<file path="config.mk">
export PLATFORM = sky130hd
export DESIGN_NAME = bavr_regs
export DESIGN_NICKNAME = d
export VERILOG_FILES = /design/src/inc/bavr_pkg.sv /design/src/inc/bavr_rail_if.sv /design/src/logic/bavr_rail.sv /design/src/logic/bavr_regs.sv
export SDC_FILE = /design/constraint.sdc
export NUM_CORES = 1
export LEC_CHECK = 0
export BUFFER_PORTS_ARGS = -buffer_cell sky130_fd_sc_hd__buf_2
export CAP_MARGIN = 20
export CORE_MARGIN = 3
export CORE_UTILIZATION = 55
export CTS_CLUSTER_DIAMETER = 200
export DETAILED_ROUTE_END_ITERATION = 12
export GPL_ROUTABILITY_DRIVEN = 0
export GPL_TIMING_DRIVEN = 0
export PLACE_DENSITY = 0.88
export REMOVE_ABC_BUFFERS = 1
export SYNTH_ARGS = -nofsm -noshare
export SYNTH_HDL_FRONTEND = slang
export SYNTH_SLANG_ARGS = --single-unit
</file>
<file path="constraint.sdc">
create_clock -name pclk -period 5.55 [get_ports pclk]
set_input_delay 0.2775 -clock pclk [delete_from_list [all_inputs] [get_ports pclk]]
set_output_delay 0.2775 -clock pclk [all_outputs]
set_load 0.02 [all_outputs]
</file>
<file path="src/inc/bavr_pkg.sv">
// Purpose: constants for the alternate-set buck voltage register bank
// Assumes: 32-bit APB, registers one aligned word each, 8 bits used
// Notes: printed offsets are register indices; byte address is four times the index
package bavr_pkg;
	localparam int unsigned BAVR_ADDR_W = 12;
	localparam int unsigned BAVR_REG_W = 8;
	localparam int unsigned BAVR_CODE_W = 7;
	localparam int unsigned BAVR_MV_W = 11;
	localparam int unsigned BAVR_NUM_RAILS = 3;
	// register indices as printed
	localparam logic [7:0] BAVR_IDX_CORE_TWO = 8'hB4;
	localparam logic [7:0] BAVR_IDX_CORE_ONE = 8'hB5;
	localparam logic [7:0] BAVR_IDX_PROC = 8'hB6;
	// field layout
	localparam int unsigned BAVR_SLEEP_BIT = 7;
	localparam int unsigned BAVR_CODE_MSB = 6;
	localparam int unsigned BAVR_CODE_LSB = 0;
	// reset value of every setting register
	localparam logic [7:0] BAVR_SETTING_RST = 8'h00;
	// voltage at code zero and step, in millivolts
	localparam logic [10:0] BAVR_CORE_BASE_MV = 11'h12C;
	localparam logic [10:0] BAVR_PROC_BASE_MV = 11'h212;
	localparam logic [3:0] BAVR_STEP_MV = 4'hA;
	// mode bit meaning
	localparam logic BAVR_MODE_SYNC = 1'b0;
	localparam logic BAVR_MODE_SLEEP = 1'b1;

	function automatic logic [BAVR_ADDR_W-1:0] bavr_byte_addr(input logic [7:0] idx);
		bavr_byte_addr = {2'h0, idx, 2'h0};
	endfunction : bavr_byte_addr
endpackage : bavr_pkg

</file>
<file path="src/inc/bavr_rail_if.sv">
// Purpose: carries one buck's alternate setting from the bank to its rail decoder
// Assumes: same clock on both sides
// Notes: one instance per buck
interface bavr_rail_if;
	logic [7:0] setting;
	logic alt_selected;
	logic applied_valid;
	logic applied_sleep;
	logic [6:0] applied_code;
	logic [10:0] applied_mv;
	modport bank (output setting, output alt_selected, input applied_valid,
		input applied_sleep, input applied_code, input applied_mv);
	modport rail (input setting, input alt_selected, output applied_valid,
		output applied_sleep, output applied_code, output applied_mv);
endinterface : bavr_rail_if

</file>
<file path="src/logic/bavr_rail.sv">
// Purpose: turns one stored alternate setting into the applied mode and voltage
// Assumes: alt_selected comes from logic on pclk
// Notes: outputs hold zero while the alternate set is not in use
module bavr_rail
	import bavr_pkg::*;
#(
	parameter logic [10:0] BASE_MV = BAVR_CORE_BASE_MV
) (
	input wire logic pclk,
	input wire logic presetn,
	bavr_rail_if.rail rail
);
	// linear code to millivolts
	function automatic logic [10:0] bavr_code_to_mv(input logic [6:0] code);
		bavr_code_to_mv = 11'(BASE_MV + 11'(code) * 11'(BAVR_STEP_MV));
	endfunction : bavr_code_to_mv

	always_ff @(posedge pclk or negedge presetn) begin
		if (!presetn) begin
			rail.applied_valid <= 1'b0;
			rail.applied_sleep <= BAVR_MODE_SYNC;
			rail.applied_code <= 7'h00;
			rail.applied_mv <= 11'h000;
		end else if (rail.alt_selected) begin
			rail.applied_valid <= 1'b1;
			rail.applied_sleep <= rail.setting[BAVR_SLEEP_BIT];
			rail.applied_code <= rail.setting[BAVR_CODE_MSB:BAVR_CODE_LSB];
			rail.applied_mv <= bavr_code_to_mv(rail.setting[BAVR_CODE_MSB:BAVR_CODE_LSB]);
		end else begin
			rail.applied_valid <= 1'b0;
			rail.applied_sleep <= BAVR_MODE_SYNC;
			rail.applied_code <= 7'h00;
			rail.applied_mv <= 11'h000;
		end
	end
endmodule : bavr_rail

</file>
<file path="src/logic/bavr_regs.sv">
// Purpose: APB register bank for the alternate voltage set of three bucks
// Assumes: pclk 20 MHz, presetn asynchronous active low, alt selects on pclk
// Notes: zero wait states; unmapped addresses answer pslverr and read zero
//
// Operation
// Bit 7 of the register at index B4 picks synchronous (0) or sleep (1) under the B set.
// Bits 6:0 of index B4 give 0.30 V at code zero plus 0.01 V per code up to 1.57 V.
// Bit 7 of the register at index B5 picks synchronous (0) or sleep (1) under the B set.
// Bits 6:0 of index B5 give 0.30 V at code zero plus 0.01 V per code up to 1.57 V.
// Every code of both core registers lies in the forced PWM range.
// Bit 7 of the register at index B6 picks synchronous (0) or sleep (1) under the B set.
// Bits 6:0 of index B6 give 0.53 V at code zero plus 0.01 V per code up to 1.80 V.
// A setting is applied only while its buck uses the B set, otherwise only stored.
module bavr_regs
	import bavr_pkg::*;
(
	input wire logic pclk,
	input wire logic presetn,
	input wire logic psel,
	input wire logic penable,
	input wire logic pwrite,
	input wire logic [BAVR_ADDR_W-1:0] paddr,
	input wire logic [31:0] pwdata,
	input wire logic [3:0] pstrb,
	output logic [31:0] prdata,
	output logic pready,
	output logic pslverr,
	input wire logic core_two_alt_select,
	input wire logic core_one_alt_select,
	input wire logic processor_alt_select,
	output logic core_two_applied_valid,
	output logic core_two_alt_sleep_select,
	output logic [6:0] core_two_alt_voltage_code,
	output logic [10:0] core_two_applied_mv,
	output logic core_two_pwm_range_ok,
	output logic core_one_applied_valid,
	output logic core_one_alt_sleep_select,
	output logic [6:0] core_one_alt_voltage_code,
	output logic [10:0] core_one_applied_mv,
	output logic core_one_pwm_range_ok,
	output logic processor_applied_valid,
	output logic processor_alt_sleep_select,
	output logic [6:0] processor_alt_voltage_code,
	output logic [10:0] processor_applied_mv
);
	logic [7:0] core_two_alt_setting_reg;
	logic [7:0] core_one_alt_setting_reg;
	logic [7:0] processor_alt_setting_reg;
	logic access;
	logic hit_core_two;
	logic hit_core_one;
	logic hit_proc;
	logic mapped;
	logic wr_en;
	logic [31:0] prdata_next;

	bavr_rail_if core_two_if ();
	bavr_rail_if core_one_if ();
	bavr_rail_if proc_if ();

	assign access = psel & penable;
	assign hit_core_two = (paddr == bavr_byte_addr(BAVR_IDX_CORE_TWO));
	assign hit_core_one = (paddr == bavr_byte_addr(BAVR_IDX_CORE_ONE));
	assign hit_proc = (paddr == bavr_byte_addr(BAVR_IDX_PROC));
	assign mapped = hit_core_two | hit_core_one | hit_proc;
	// only the low byte lane carries register data
	assign wr_en = access & pwrite & mapped & pstrb[0];
	assign pready = 1'b1;
	assign pslverr = access & ~mapped;

	always_ff @(posedge pclk or negedge presetn) begin
		if (!presetn) begin
			core_two_alt_setting_reg <= BAVR_SETTING_RST;
		end else if (wr_en && hit_core_two) begin
			core_two_alt_setting_reg <= pwdata[7:0];
		end
	end

	always_ff @(posedge pclk or negedge presetn) begin
		if (!presetn) begin
			core_one_alt_setting_reg <= BAVR_SETTING_RST;
		end else if (wr_en && hit_core_one) begin
			core_one_alt_setting_reg <= pwdata[7:0];
		end
	end

	always_ff @(posedge pclk or negedge presetn) begin
		if (!presetn) begin
			processor_alt_setting_reg <= BAVR_SETTING_RST;
		end else if (wr_en && hit_proc) begin
			processor_alt_setting_reg <= pwdata[7:0];
		end
	end

	// read data captured at the setup edge, held through the access phase
	always_comb begin
		prdata_next = 32'h0000_0000;
		if (hit_core_two) begin
			prdata_next = {24'h00_0000, core_two_alt_setting_reg};
		end else if (hit_core_one) begin
			prdata_next = {24'h00_0000, core_one_alt_setting_reg};
		end else if (hit_proc) begin
			prdata_next = {24'h00_0000, processor_alt_setting_reg};
		end
	end

	always_ff @(posedge pclk or negedge presetn) begin
		if (!presetn) begin
			prdata <= 32'h0000_0000;
		end else if (psel && !penable && !pwrite) begin
			prdata <= prdata_next;
		end
	end

	assign core_two_if.setting = core_two_alt_setting_reg;
	assign core_two_if.alt_selected = core_two_alt_select;
	assign core_one_if.setting = core_one_alt_setting_reg;
	assign core_one_if.alt_selected = core_one_alt_select;
	assign proc_if.setting = processor_alt_setting_reg;
	assign proc_if.alt_selected = processor_alt_select;

	bavr_rail #(.BASE_MV(BAVR_CORE_BASE_MV)) u_core_two (
		.pclk(pclk),
		.presetn(presetn),
		.rail(core_two_if)
	);

	bavr_rail #(.BASE_MV(BAVR_CORE_BASE_MV)) u_core_one (
		.pclk(pclk),
		.presetn(presetn),
		.rail(core_one_if)
	);

	bavr_rail #(.BASE_MV(BAVR_PROC_BASE_MV)) u_proc (
		.pclk(pclk),
		.presetn(presetn),
		.rail(proc_if)
	);

	assign core_two_applied_valid = core_two_if.applied_valid;
	assign core_two_alt_sleep_select = core_two_if.applied_sleep;
	assign core_two_alt_voltage_code = core_two_if.applied_code;
	assign core_two_applied_mv = core_two_if.applied_mv;
	// full code span is usable in forced PWM
	assign core_two_pwm_range_ok = core_two_if.applied_valid;
	assign core_one_applied_valid = core_one_if.applied_valid;
	assign core_one_alt_sleep_select = core_one_if.applied_sleep;
	assign core_one_alt_voltage_code = core_one_if.applied_code;
	assign core_one_applied_mv = core_one_if.applied_mv;
	assign core_one_pwm_range_ok = core_one_if.applied_valid;
	assign processor_applied_valid = proc_if.applied_valid;
	assign processor_alt_sleep_select = proc_if.applied_sleep;
	assign processor_alt_voltage_code = proc_if.applied_code;
	assign processor_applied_mv = proc_if.applied_mv;
endmodule : bavr_regs

</file>
# Word-level counts from Yosys, hierarchy flattened
# Cells that the tools add are included.
dict set report op_classes {
  addsub 3
  mul 3
  eq_ne 3
  n_mux 15
  bitwise 8
  n_reduce_logical 7
}
# operator n
set ops {}
lappend ops {{== test 12 x 10 -> 1 bit, second input constant} 3}
lappend ops {{2-to-1 mux 11 bit} 3}
lappend ops {{2-to-1 mux 32 bit} 1}
lappend ops {{multiplier 7 x 3 -> 10 bit, second input constant} 3}
lappend ops {{adder 9 x 11 -> 11 bit, first input constant} 2}
lappend ops {{2-to-1 mux 7 bit} 3}
lappend ops {{2-to-1 mux 8 bit} 2}
lappend ops {{adder 10 x 11 -> 11 bit, first input constant} 1}
lappend ops {{2-to-1 mux 1 bit} 6}
lappend ops {{bitwise AND 1 bit} 5}
lappend ops {{logical AND 1 bit} 5}
lappend ops {{zero test 1 bit} 2}
lappend ops {{OR 1 bit} 2}
lappend ops {{NOT 1 bit} 1}
dict set report word_totals {
  reg_bits 116
  in_bits 56
  output_inout_bits 96
  word_cells 55
}

# Longest topological paths before layout
# Gate-level depths: netlist of the first run.
dict set report depth {
  word_depth 6
  mapped_depth 9
  mapped_depth_nobuf 9
}

# Cells and area by module
# A second synthesis of the first run with hierarchy kept.
dict set report hier_totals {
  hier_cells 409
  area_unflattened_um2 4663.2
}
# mod instances cells_each area_per_inst_um2 seq_area_each_um2
set by_module_without_submodules {}
lappend by_module_without_submodules {{bavr_rail at u_core_one ...} 2 87 979.7 450.4}
lappend by_module_without_submodules {bavr_regs 1 139 1655.3 800.8}
lappend by_module_without_submodules {{bavr_rail at u_proc} 1 96 1048.5 475.5}

# Worst setup path before layout of the first run
# Ideal clock, no wire load.
dict set report synth_timing {
  path_type {register to register}
  start {register core_two_alt_setting_reg[3]}
  end {register u_core_two.rail.applied_mv[9]}
  setup_ns 0.120
  arrival_time_ns 2.231
  t_required_ns 5.430
  slack_ns 3.199
  path_stages_with_launch 8
  n_path_buf 0
  synth_period_minus_slack_ns 2.351
  path_cell_list {dfrtp_1 ha_1 ha_1 or2_2 and3_1 o311ai_0 o21ai_0 and3_1}
}
dict set report synth_via {
  elab_chain_len 3
}
# element line
set synth_lines {}
lappend synth_lines {{start, declared} bavr_regs.sv:46} ;# logic [7:0] core_two_alt_setting_reg;
lappend synth_lines {{start signal, assigned} bavr_regs.sv:75} ;# core_two_alt_setting_reg <= pwdata[7:0];
lappend synth_lines {{multiplier 7 x 3 -> 10 bit} bavr_rail.sv:15} ;# bavr_code_to_mv = 11'(BASE_MV + 11'(code) * 11'(BAVR_STEP_MV));
lappend synth_lines {{adder 9 x 11 -> 11 bit} bavr_rail.sv:15}
lappend synth_lines {{2-to-1 mux 11 bit} bavr_rail.sv:24} ;# end else if (rail.alt_selected) begin
lappend synth_lines {{end signal, assigned} bavr_rail.sv:28} ;# rail.applied_mv <= bavr_code_to_mv(rail.setting[BAVR_CODE_MSB:BAVR_CODE_LSB]);
lappend synth_lines {{end, declared} bavr_rail_if.sv:14} ;# output applied_sleep, output applied_code, output applied_mv);
# Every way passes these cells.
# A chain may end at the register's enable or synchronous reset.

# Worst setup path in the final report of the first run
dict set report layout_timing {
  start {register core_two_alt_setting_reg[1]}
  end {register u_core_two.rail.applied_mv[9]}
}
# Same word-level chain as after synthesis.

==> results of run 1 <==
[synthesized netlist by cell type (all sizes together) (2+ instances only)]
master	n	area, um^2
nor4b	2	32.5
fa	3	60.1
and3	6	37.5
a211oi	2	15.0
ha	33	413
a221oi	2	17.5
inv	16	60.1
a21o	2	15.0
xor2	6	52.6
and2	30	188
or3	4	25.0
o311ai	2	17.5
a21oi	12	60.1
nor2b	8	50.1
nor2	20	75.1
mux2	21	236
dfrtp	87	2180
a31oi	2	12.5
conb	2	7.51
xnor2	10	87.6
or2	3	18.8
a21boi	4	30.0
nand4b	2	17.5
nand2b	9	56.3
o21ai	32	160
nand2	32	120
nor3b	7	52.6
nor3	2	10.0
clkbuf	7	26.3
nand4	3	18.8
buf	36	262
nand3	4	20.0
mux2i	9	90.1
and3b	3	26.3
[worst max-delay path, cell delays in order (launching register included)]
cell and delay [ns]:
dfrtp_1 0.47, ha_1 0.32, ha_1 0.19, inv_1 0.06
fa_1 0.38, nand2b_1 0.17, a21oi_1 0.22, xor2_1 0.15
or3_1 0.37, and3_1 0.17
[area by class of cell]
type / instances / area, um^2 / share of cell area
clock inverter: 5 / 58.8 / 0.0111
tap: 102 / 128 / 0.0241
sequential: 87 / 2180 / 0.412
multi-input combinational: 313 / 2210 / 0.418
timing repair buffer: 98 / 520 / 0.0984
clock buffer: 11 / 131 / 0.0248
inverter: 17 / 63.8 / 0.0121
[layer usage]
layer / GRT usage / vias up / wire [um]
met5: 0 / - / 0
met2: 0.359 / 115 / 4850
met1: 0.252 / 1613 / 3970
met4: 0.0895 / 0 / 236
li1: - / 1603 / -
met3: 0.0471 / 19 / 632
[kinds of logic (layout without fill, tap and decap cells)]
| kind of cell | after synthesis | in the layout | share of synthesized area |
|---|---|---|---|
| muxes | 30 | 30 | 0.0704 |
| xor gates and xnor gates | 16 | 16 | 0.0302 |
| adders and majority gates | 36 | 36 | 0.102 |
| other | 2 | 28 | 0.00162 |
| and+or+nand+nor | 138 | 138 | 0.168 |
| AOI/OAI and AO/OA | 65 | 65 | 0.0833 |
| DFF | 87 | 87 | 0.469 |
| buffers and inverters | 60 | 131 | 0.0757 |
[report_power, final]
part	switching, mW	leakage (nW)	internal [mW]
Sequential	0.00148	1.17	0.639
Clock	0.226	0.0895	0.208
Combinational	0.0577	1.55	0.0200
[timing repair]
item                      CTS  global route
gates resized for setup     0             0
hold buffers                1             0
hold endpoints to repair   38             0
[per-stage QoR]
stage | std cells | hold WS, ns | utilization | worst slack [ns] | total power, mW
after floorplan | 417 | -0.0181 | - | 3.17 | 0.688
after global placement | 615 | 0.462 | 0.635 | 2.76 | 0.726
after detailed placement | 616 | 0.289 | 0.639 | 2.72 | 0.731
after CTS | 633 | 0.127 | 0.664 | 2.90 | 1.16
after global routing | 633 | 0.142 | 0.664 | 2.75 | 1.19
final | 633 | 0.144 | 0.664 | 2.93 | 1.15
[worst paths after layout]
path,from,endpoint,slack (ns),cells past startpoint
max,core_two_alt_setting_reg[1],u_core_two.rail.applied_mv[9],2.93,9
min,processor_alt_select,u_proc.rail.applied_valid,0.14,1
max reg2reg,core_two_alt_setting_reg[1],u_core_two.rail.applied_mv[9],2.93,9
min reg2reg,prdata[7],prdata[7],0.49,2
max in group asynchronous,presetn,u_core_one.rail.applied_code[1],4.51,3
min in group asynchronous,presetn,u_core_two.rail.applied_mv[3],0.43,2
==> flow_metrics.py, run 1 <==
metrics = {
    "layout": {
        "biggestRegsByFlops": "u_proc.rail.applied_mv x10, u_core_one.rail.applied_mv x9, u_core_two.rail.applied_mv x9",
        "fill_cells": 615,
        "mostFrequentLayoutCell": "buf_2",
        "largest_reg_flops": 10,
        "max_flop_register": "u_proc.rail.applied_mv",
        "drive_gt1_frac": 0.262,
        "final_cell_mix": "buf_2 (95), dfrtp_1 (87), ha_1 (33)",
        "syn_to_final_growth_pct": 14.0,
        "num-nets-final": 618,
        "antenna_cells": 0,
        "postLayoutCellArea_um2": 5290,
    },
    "clocking": {
        "cts_tree": "yes",
        "cts_htree_levels": 3,
        "cts_setup_buffers": 0,
        "cts.clk_slew.worst_paths_ns": 0.09,
        "numCtsBuffers": 9,
        "clk_latency_ns": 0.37,
        "cts_root_buf": "clkbuf_8",
        "cts_sinks": 87,
        "cts_buffer_depth": 2,
    },
    "routing": {
        "routed_via_density": 5.29,
        "drt_iter0_markers": 152,
        "vias": 3350,
        "route.detailed.wl_per_inst_um": 15.3,
        "drc": 0,
        "postRouteWirelength_um": 9690,
        "drtAntennaViolNets": 0,
        "drtPass1Iterations": 4,
    },
    "synth": {
        "synth_cell_type_count": 48,
        "syn_area_um2": 4640,
        "yosys_warnings": 0,
        "ys_ff_latch": 87,
        "synth.avg_cell_area_um2": 10.7,
        "ys_seq_area_frac": 0.469,
        "synth_edf_count": 0,
        "synth-main-ff-cell": "dfrtp_1",
        "netlist_instances": 434,
        "ys_async_sr_fraction": 1.00,
    },
    "floorplan": {
        "io_pins": 152,
        "die_h_um": 97.9,
        "fp.dieArea_um2": 9580,
        "core_area_um2": 7970,
        "placementRows": 32,
        "initial_core_util": 0.583,
        "die_w_um": 97.9,
    },
    "global_route": {
        "grt_max_degree": 50,
        "grt_overflow": 0,
        "grt_pass1_vias": 3429,
        "antenna_found_initial": 0,
        "grt_pass1_wl_um": 16100,
        "track_usage": 0.209,
    },
    "pwr": {
        "p_leak_nw": 2.81,
        "ir_drop_v": 0.000107,
        "power.density_nw_per_um2": 218,
    },
    "sta": {
        "fin_skew_ns": 0.0151,
        "relSlewSlack": 0.372,
        "tightest_slew_ns": 0.934,
        "fmax_mhz": 381,
        "fin_crit_ns": 2.62,
        "rsz0062_at_grt": "no",
        "fin_setup_tns_ns": 0,
        "finalCritPeriodShare": 0.472,
        "maxSlewViolCount": 0,
        "setup_viol": 0,
        "hold_viol_final": 0,
    },
    "place": {
        "placed_cell_area_um2": 5090,
        "dp_hpwl_um": 7270,
        "port_buffers": 96,
    },
    "outcome": {
        "status": "complete, no violations",
    },
    "critical_path": {
        "critPathLaunchType": "flip-flop",
        "cp-end-kind": "flip-flop",
        "path_class": "flip-flop to flip-flop",
        "crit_fanout": 6,
        "cp.arrival_ns": 2.88,
        "cp.required_ns": 5.81,
    },
    "worst_hold_path": {
        "hp-class": "input pin to flip-flop",
    },
    "job": {
        "max_cap_viol_count": 0,
    },
}
(Power assumes the default switching activity.)
==> run 2, diff against run 1 <==
--- a/config.mk
+++ b/config.mk
@@ -5,15 +5,16 @@
 export SDC_FILE = /design/constraint.sdc
 export NUM_CORES = 1
 export LEC_CHECK = 0
+export ABC_AREA = 1
 export BUFFER_PORTS_ARGS = -buffer_cell sky130_fd_sc_hd__buf_2
 export CAP_MARGIN = 20
 export CORE_MARGIN = 3
-export CORE_UTILIZATION = 55
+export CORE_UTILIZATION = 52
 export CTS_CLUSTER_DIAMETER = 200
 export DETAILED_ROUTE_END_ITERATION = 12
 export GPL_ROUTABILITY_DRIVEN = 0
 export GPL_TIMING_DRIVEN = 0
-export PLACE_DENSITY = 0.88
+export PLACE_DENSITY = 0.83
 export REMOVE_ABC_BUFFERS = 1
 export SYNTH_ARGS = -nofsm -noshare
 export SYNTH_HDL_FRONTEND = slang
==> constraint.sdc (replaced) <==
create_clock -name pclk -period 2.5 [get_ports pclk]
set_input_delay 0.125 -clock pclk [delete_from_list [all_inputs] [get_ports pclk]]
set_output_delay 0.125 -clock pclk [all_outputs]
set_load 0.02 [all_outputs]
==> run 2 against run 1 <==
Against the previous run: design area rose by 5.0%; combinational power is 150% higher; clock-buffer cell count rose by 1; power increased by 120%; critical path type unchanged; critical endpoint is now u_proc.rail.applied_mv[10].
==> flow_metrics.py, run 2 <==
metrics = {
    "synth": {
        "ys_async_sr_fraction": 1.00,
        "ys_ff_latch": 87,
        "synthTopCellsByCount": "nand2_1 (173), dfrtp_1 (87), inv_1 (78)",
        "synth_cell_type_count": 31,
        "syn_area_um2": 4870,
        "ys_seq_area_frac": 0.447,
        "synth_edf_count": 0,
        "synth_top_area_share": 0.447,
        "netlist_instances": 571,
        "synth_most_common_cell": "nand2_1",
        "synth-main-ff-cell": "dfrtp_1",
        "yosys_warnings": 0,
        "synth.area.top_cells": "dfrtp_1 (45%), nand2_1 (13%), ha_1 (8.5%)",
        "synth.avg_cell_area_um2": 8.52,
        "synth_area_leader_cell": "dfrtp_1",
    },
    "critical_path": {
        "cp-end-kind": "flip-flop",
        "reg2reg_from": "proc_if.setting[3]",
        "worst_r2r_path_depth": 11,
        "path_class": "flip-flop to flip-flop",
        "cp_common_cell": "nand2_1",
        "cp.arrival_ns": 2.60,
        "crit_slowest_cell": "dfrtp_1",
        "critPathLaunchType": "flip-flop",
        "cp.required_ns": 2.74,
        "crit_fanout": 5,
        "crit_path_cell_trace": "ha_1, ha_1, inv_1, fa_1, nand3b_1, nand2_1, nand2_1, nand2_1, nand3_1, a21oi_1, nor2_1",
        "r2r-end": "u_proc.rail.applied_mv[10]",
        "worst_path_largest_cell_delay_ns": 0.46,
        "regToRegSetupSlack_ns": 0.14,
    },
    "place": {
        "port_buffers": 96,
        "dp_hpwl_um": 8160,
        "post-place-ws_ns": 0.145,
        "placed_cell_area_um2": 5330,
    },
    "floorplan": {
        "fp.dieArea_um2": 10600,
        "io_pins": 152,
        "placementRows": 34,
        "die_h_um": 103,
        "initial_core_util": 0.547,
        "core_area_um2": 8890,
        "die_w_um": 103,
    },
    "job": {
        "max_cap_viol_count": 0,
    },
    "sta": {
        "hold_viol_final": 0,
        "finalCritPeriodShare": 0.946,
        "rsz0062_at_grt": "yes",
        "setup_viol": 0,
        "fin_crit_ns": 2.36,
        "layout_setup_ws_ns": 0.136,
        "relSlewSlack": 0.622,
        "fin_skew_ns": 0.00779,
        "hold_slack_ns": 0.0276,
        "fmax_mhz": 423,
        "fin_setup_tns_ns": 0,
        "maxSlewViolCount": 0,
        "tightest_slew_ns": 0.564,
    },
    "layout": {
        "multi_input_area_um2": 2210,
        "drive_gt1_frac": 0.214,
        "mostFrequentLayoutCell": "nand2_1",
        "fill_cells": 767,
        "postLayoutCellArea_um2": 5560,
        "seq_area_um2": 2180,
        "largest_reg_flops": 10,
        "biggestRegsByFlops": "u_proc.rail.applied_mv x10, u_core_one.rail.applied_mv x9, u_core_two.rail.applied_mv x9",
        "syn_to_final_growth_pct": 14.2,
        "max_flop_register": "u_proc.rail.applied_mv",
        "final_cell_mix": "nand2_1 (173), buf_2 (95), dfrtp_1 (82)",
        "num-nets-final": 764,
        "antenna_cells": 0,
    },
    "clocking": {
        "cts_root_buf": "clkbuf_8",
        "cts_sinks": 87,
        "cts_buffer_depth": 2,
        "cts.clk_slew.worst_paths_ns": 0.08,
        "cts_htree_levels": 3,
        "cts_tree": "yes",
        "numCtsBuffers": 9,
        "clk_latency_ns": 0.34,
    },
    "routing": {
        "drtPass1Iterations": 4,
        "postRouteWirelength_um": 10600,
        "drc": 0,
        "route.detailed.wl_per_inst_um": 13.5,
        "drt_iter0_markers": 216,
        "vias": 4037,
        "routed_via_density": 5.15,
        "drtAntennaViolNets": 0,
    },
    "global_route": {
        "grt_pass1_vias": 3970,
        "grt_max_degree": 48,
        "grt_overflow": 0,
        "grt_pass1_wl_um": 17700,
        "antenna_found_initial": 0,
        "track_usage": 0.211,
    },
    "pwr": {
        "p_leak_nw": 3.47,
        "pwr-share-clk": 0.353,
        "seqPwrFrac": 0.571,
        "combPwrFrac": 0.077,
        "internal_power_mw": 1.87,
        "p_sw_mw": 0.619,
        "power.density_nw_per_um2": 448,
        "switching_share": 0.248,
        "ir_drop_v": 0.000218,
    },
    "worst_hold_path": {
        "worstHoldEndpoint": "u_core_one.rail.applied_valid",
        "hp-class": "input pin to flip-flop",
        "hp-start": "core_one_alt_select",
        "whs_path_depth": 1,
    },
    "outcome": {
        "status": "complete, no violations",
    },
}
-- run 2: power by group through the flow --
stage | registers [mW] | clock network, mW | logic [mW]
floorplan | 1.47 | 0 | 0.0739
global placement | 1.45 | 0 | 0.180
detailed placement | 1.45 | 0 | 0.192
CTS | 1.42 | 0.898 | 0.193
global route | 1.42 | 0.960 | 0.210
finish | 1.42 | 0.879 | 0.191
-- run 2: cell type report --
cell class / instances / area share
clock buffer: 12 / 0.0279
clock inverter: 3 / 0.00338
inverter: 78 / 0.0527
multi-input combinational: 393 / 0.398
sequential: 87 / 0.393
tap: 108 / 0.0243
timing repair buffer: 103 / 0.100
-- run 2: layer usage --
metal | share of wire | up-vias | global-route usage
met5 | 0 | - | 0
met2 | 0.50 | 140 | 0.363
met4 | 0.039 | 0 | 0.107
met3 | 0.052 | 39 | 0.0352
met1 | 0.41 | 1903 | 0.255
li1 | - | 1955 | -
-- run 2: worst max path at each step --
stage | startpoint | end | slack (ns) | depth (start not counted)
global placement | core_one_alt_setting_reg[1] | u_core_one.rail.applied_mv[8] | 0.20 | 10
CTS | core_two_alt_setting_reg[1] | u_core_two.rail.applied_mv[8] | 0.12 | 10
detailed placement | proc_if.setting[1] | u_proc.rail.applied_mv[10] | 0.14 | 11
global route | core_two_alt_setting_reg[1] | u_core_two.rail.applied_mv[8] | -0.003 | 10
floorplan | core_two_alt_setting_reg[1] | u_core_two.rail.applied_mv[8] | 0.33 | 10
finish | proc_if.setting[3] | u_proc.rail.applied_mv[10] | 0.14 | 11
-- run 2: per-stage QoR --
step / power (mW) / utilization / cells
3_5_place_dp: 1.64 / 0.599 / 763
3_3_place_gp: 1.63 / 0.596 / 762
2_1_floorplan: 1.55 / - / 558
5_1_grt: 2.59 / 0.625 / 784
6_report: 2.49 / 0.625 / 784
4_1_cts: 2.51 / 0.620 / 779
-- run 2: kinds of logic (layout without fill, tap and decap cells) --
| group | Yosys count | after routing | synth area share |
|---|---|---|---|
| flops | 87 | 87 | 0.447 |
| xor+xnor | 7 | 7 | 0.0126 |
| buf+inv | 117 | 196 | 0.118 |
| compound gates | 42 | 42 | 0.0435 |
| simple gates | 280 | 280 | 0.280 |
| other cells | 2 | 28 | 0.00154 |
| fa+ha+maj | 36 | 36 | 0.0972 |
-- run 2: repair_timing --
item                       in CTS  in global routing
hold endpoints to repair       40                  0
setup endpoints to repair       0                  6
resized for setup               0                  5
hold buffers                    1                  0
setup buffers                   0                  5
-- run 2: critical path, delay by kind of cell (launching register included) --
| kind | cells | cell delay [ns] |
|---|---|---|
| adder cells (fa/ha/maj) | 3 | 0.92 |
| AND/OR/NAND/NOR | 6 | 0.68 |
| flip-flops | 1 | 0.46 |
| AO/OA/AOI/OAI | 1 | 0.15 |
| buffers and inverters | 1 | 0.07 |
==> run 3, diff against run 2 <==
==> constraint.sdc (replaced) <==
create_clock -name pclk -period 2.35 [get_ports pclk]
set_input_delay 0.1175 -clock pclk [delete_from_list [all_inputs] [get_ports pclk]]
set_output_delay 0.1175 -clock pclk [all_outputs]
set_load 0.02 [all_outputs]
==> run 3 against run 2 <==
Against the previous run: global-route usage about the same; maximum frequency up 3.6%; critical endpoint is now u_core_two.rail.applied_mv[8]; highest routed layer unchanged; clock-buffer cell count unchanged; sequential power up 6%; register-to-register slack worse by 0.07 ns.
==> flow_metrics.py, run 3 (synthesis gave the netlist of run 2 again) <==
metrics = {
    "sta": {
        "fmax_mhz": 438,
        "fin_skew_ns": 0.0103,
        "fin_crit_ns": 2.28,
        "setup_viol": 0,
        "tightest_slew_ns": 0.578,
        "finalCritPeriodShare": 0.971,
        "relSlewSlack": 0.613,
        "hold_viol_final": 0,
        "maxSlewViolCount": 0,
    },
    "pwr": {
        "internal_power_mw": 1.99,
        "power.density_nw_per_um2": 466,
        "pwr-share-clk": 0.356,
        "combPwrFrac": 0.077,
        "p_sw_mw": 0.675,
        "ir_drop_v": 0.000230,
        "seqPwrFrac": 0.567,
        "switching_share": 0.253,
        "p_leak_nw": 3.50,
    },
    "layout": {
        "syn_to_final_growth_pct": 17.7,
        "fill_cells": 718,
        "antenna_cells": 0,
        "max_flop_register": "u_proc.rail.applied_mv",
        "postLayoutCellArea_um2": 5730,
        "biggestRegsByFlops": "u_proc.rail.applied_mv x10, u_core_one.rail.applied_mv x9, u_core_two.rail.applied_mv x9",
        "mostFrequentLayoutCell": "nand2_1",
        "drive_gt1_frac": 0.256,
        "final_cell_mix": "nand2_1 (172), buf_2 (95), dfrtp_1 (78)",
        "num-nets-final": 772,
        "largest_reg_flops": 10,
        "fin_cells": 792,
        "final_util": 0.644,
    },
    "floorplan": {
        "initial_core_util": 0.547,
        "placementRows": 34,
        "io_pins": 152,
        "core_area_um2": 8890,
        "die_w_um": 103,
        "fp.dieArea_um2": 10600,
        "die_h_um": 103,
    },
    "critical_path": {
        "cp.arrival_ns": 2.56,
        "cp-end-kind": "flip-flop",
        "critPathLaunchType": "flip-flop",
        "cp.required_ns": 2.63,
        "critical-path-top-delay-family": "adder cells",
        "path_class": "flip-flop to flip-flop",
        "crit_slowest_cell": "dfrtp_2",
        "cp_num_buf_inv": 2,
        "worst_path_largest_cell_delay_ns": 0.45,
        "crit_fanout": 3,
        "crit_path_cell_trace": "ha_4, ha_4, inv_1, fa_1, inv_1, nand3_1, nand2_1, xnor2_1, or2_2, a21oi_2",
    },
    "global_route": {
        "grt_pass1_wl_um": 17700,
        "grt_overflow": 0,
        "grt_max_degree": 48,
        "grt_pass1_vias": 3961,
        "track_usage": 0.211,
        "antenna_found_initial": 0,
    },
    "job": {
        "max_cap_viol_count": 0,
    },
    "clocking": {
        "cts_root_buf": "clkbuf_8",
        "numCtsBuffers": 9,
        "clk_latency_ns": 0.35,
        "cts.clk_slew.worst_paths_ns": 0.09,
        "cts_tree": "yes",
        "cts_sinks": 87,
        "cts_htree_levels": 3,
        "cts_buffer_depth": 2,
    },
    "routing": {
        "vias": 4140,
        "drc": 0,
        "postRouteWirelength_um": 11100,
        "drtPass1Iterations": 4,
        "drtAntennaViolNets": 0,
        "route.detailed.wl_per_inst_um": 14.0,
        "routed_via_density": 5.23,
        "drt_iter0_markers": 270,
    },
    "outcome": {
        "status": "complete, no violations",
    },
    "worst_hold_path": {
        "hp-class": "input pin to flip-flop",
    },
    "place": {
        "placed_cell_area_um2": 5330,
        "place_inst": 763,
        "dp_hpwl_um": 8160,
        "port_buffers": 96,
    },
}
[run 3: changes by cell type in the layout (fill, tap and decap cells not counted), moves of 4 or more]
cell / before / now
dfrtp_1: 82 / 78
dfrtp_2: 5 / 9
ha_1: 33 / 26
buf_4: 6 / 14
ha_4: 0 / 5
[run 3: cell type report]
class | count | area [um^2] | area share
Clock buffer | 12 | 155 | 0.0271
Clock inverter | 3 | 18.8 | 0.00328
Inverter | 78 | 293 | 0.0511
Multi-Input combinational cell | 393 | 2320 | 0.405
Sequential cell | 87 | 2190 | 0.382
Tap cell | 108 | 135 | 0.0236
Timing Repair Buffer | 111 | 618 | 0.108
[run 3: path summary, 6_finish.rpt]
| check | to | depth (start not counted) | start | slack, ns |
|---|---|---|---|---|
| worst max-delay path | u_core_two.rail.applied_mv[8] | 10 | core_two_alt_setting_reg[3] | 0.07 |
| worst min-delay path | u_core_one.rail.applied_valid | 1 | core_one_alt_select | 0.02 |
| worst max register to register | u_core_two.rail.applied_mv[8] | 10 | core_two_alt_setting_reg[3] | 0.07 |
| worst min register to register | prdata[6] | 2 | prdata[6] | 0.48 |
| max in group asynchronous | core_two_alt_setting_reg[1] | 3 | presetn | 1.45 |
| min in group asynchronous | u_core_two.rail.applied_mv[7] | 2 | presetn | 0.28 |
[run 3: stage by stage]
stage	setup TNS, ns	hold slack, ns	power (mW)	setup WS, ns
2_1_floorplan	0	-0.178	1.64	0.181
3_3_place_gp	0	0.377	1.73	0.0546
3_5_place_dp	-0.00506	0.131	1.75	-0.00506
4_1_cts	-0.0103	0.00588	2.67	-0.0103
5_1_grt	-0.122	0.0227	2.76	-0.0350
6_report	0	0.0177	2.67	0.0673
[run 3: what timing repair did]
item | CTS | global route
pin swaps | 0 | 6
hold endpoints to repair | 40 | 0
hold buffers | 1 | 0
gates resized for setup | 3 | 27
setup endpoints to repair | 3 | 11
buffers inserted | 0 | 13
[run 3: routing by layer]
layer,GRT usage,vias to the layer above,part of all wire
met5,0,-,0
met4,0.104,0,0.044
met3,0.0345,45,0.057
met2,0.366,157,0.50
met1,0.255,1968,0.40
li1,-,1970,-
[run 3: worst reg2reg max path: stages, from the launching register on]
cell and delay, ns:
dfrtp_2 0.45, ha_4 0.30, ha_4 0.13, inv_1 0.05, fa_1 0.45, inv_1 0.09
nand3_1 0.08, nand2_1 0.14, xnor2_1 0.11, or2_2 0.30, a21oi_2 0.11
[run 3: power by group through the flow]
stage	clock network [mW]	logic, mW	registers (mW)
2_1_floorplan	0	0.0786	1.57
3_3_place_gp	0	0.191	1.54
3_5_place_dp	0	0.204	1.54
4_1_cts	0.955	0.205	1.51
5_1_grt	1.03	0.225	1.51
6_report	0.951	0.205	1.51
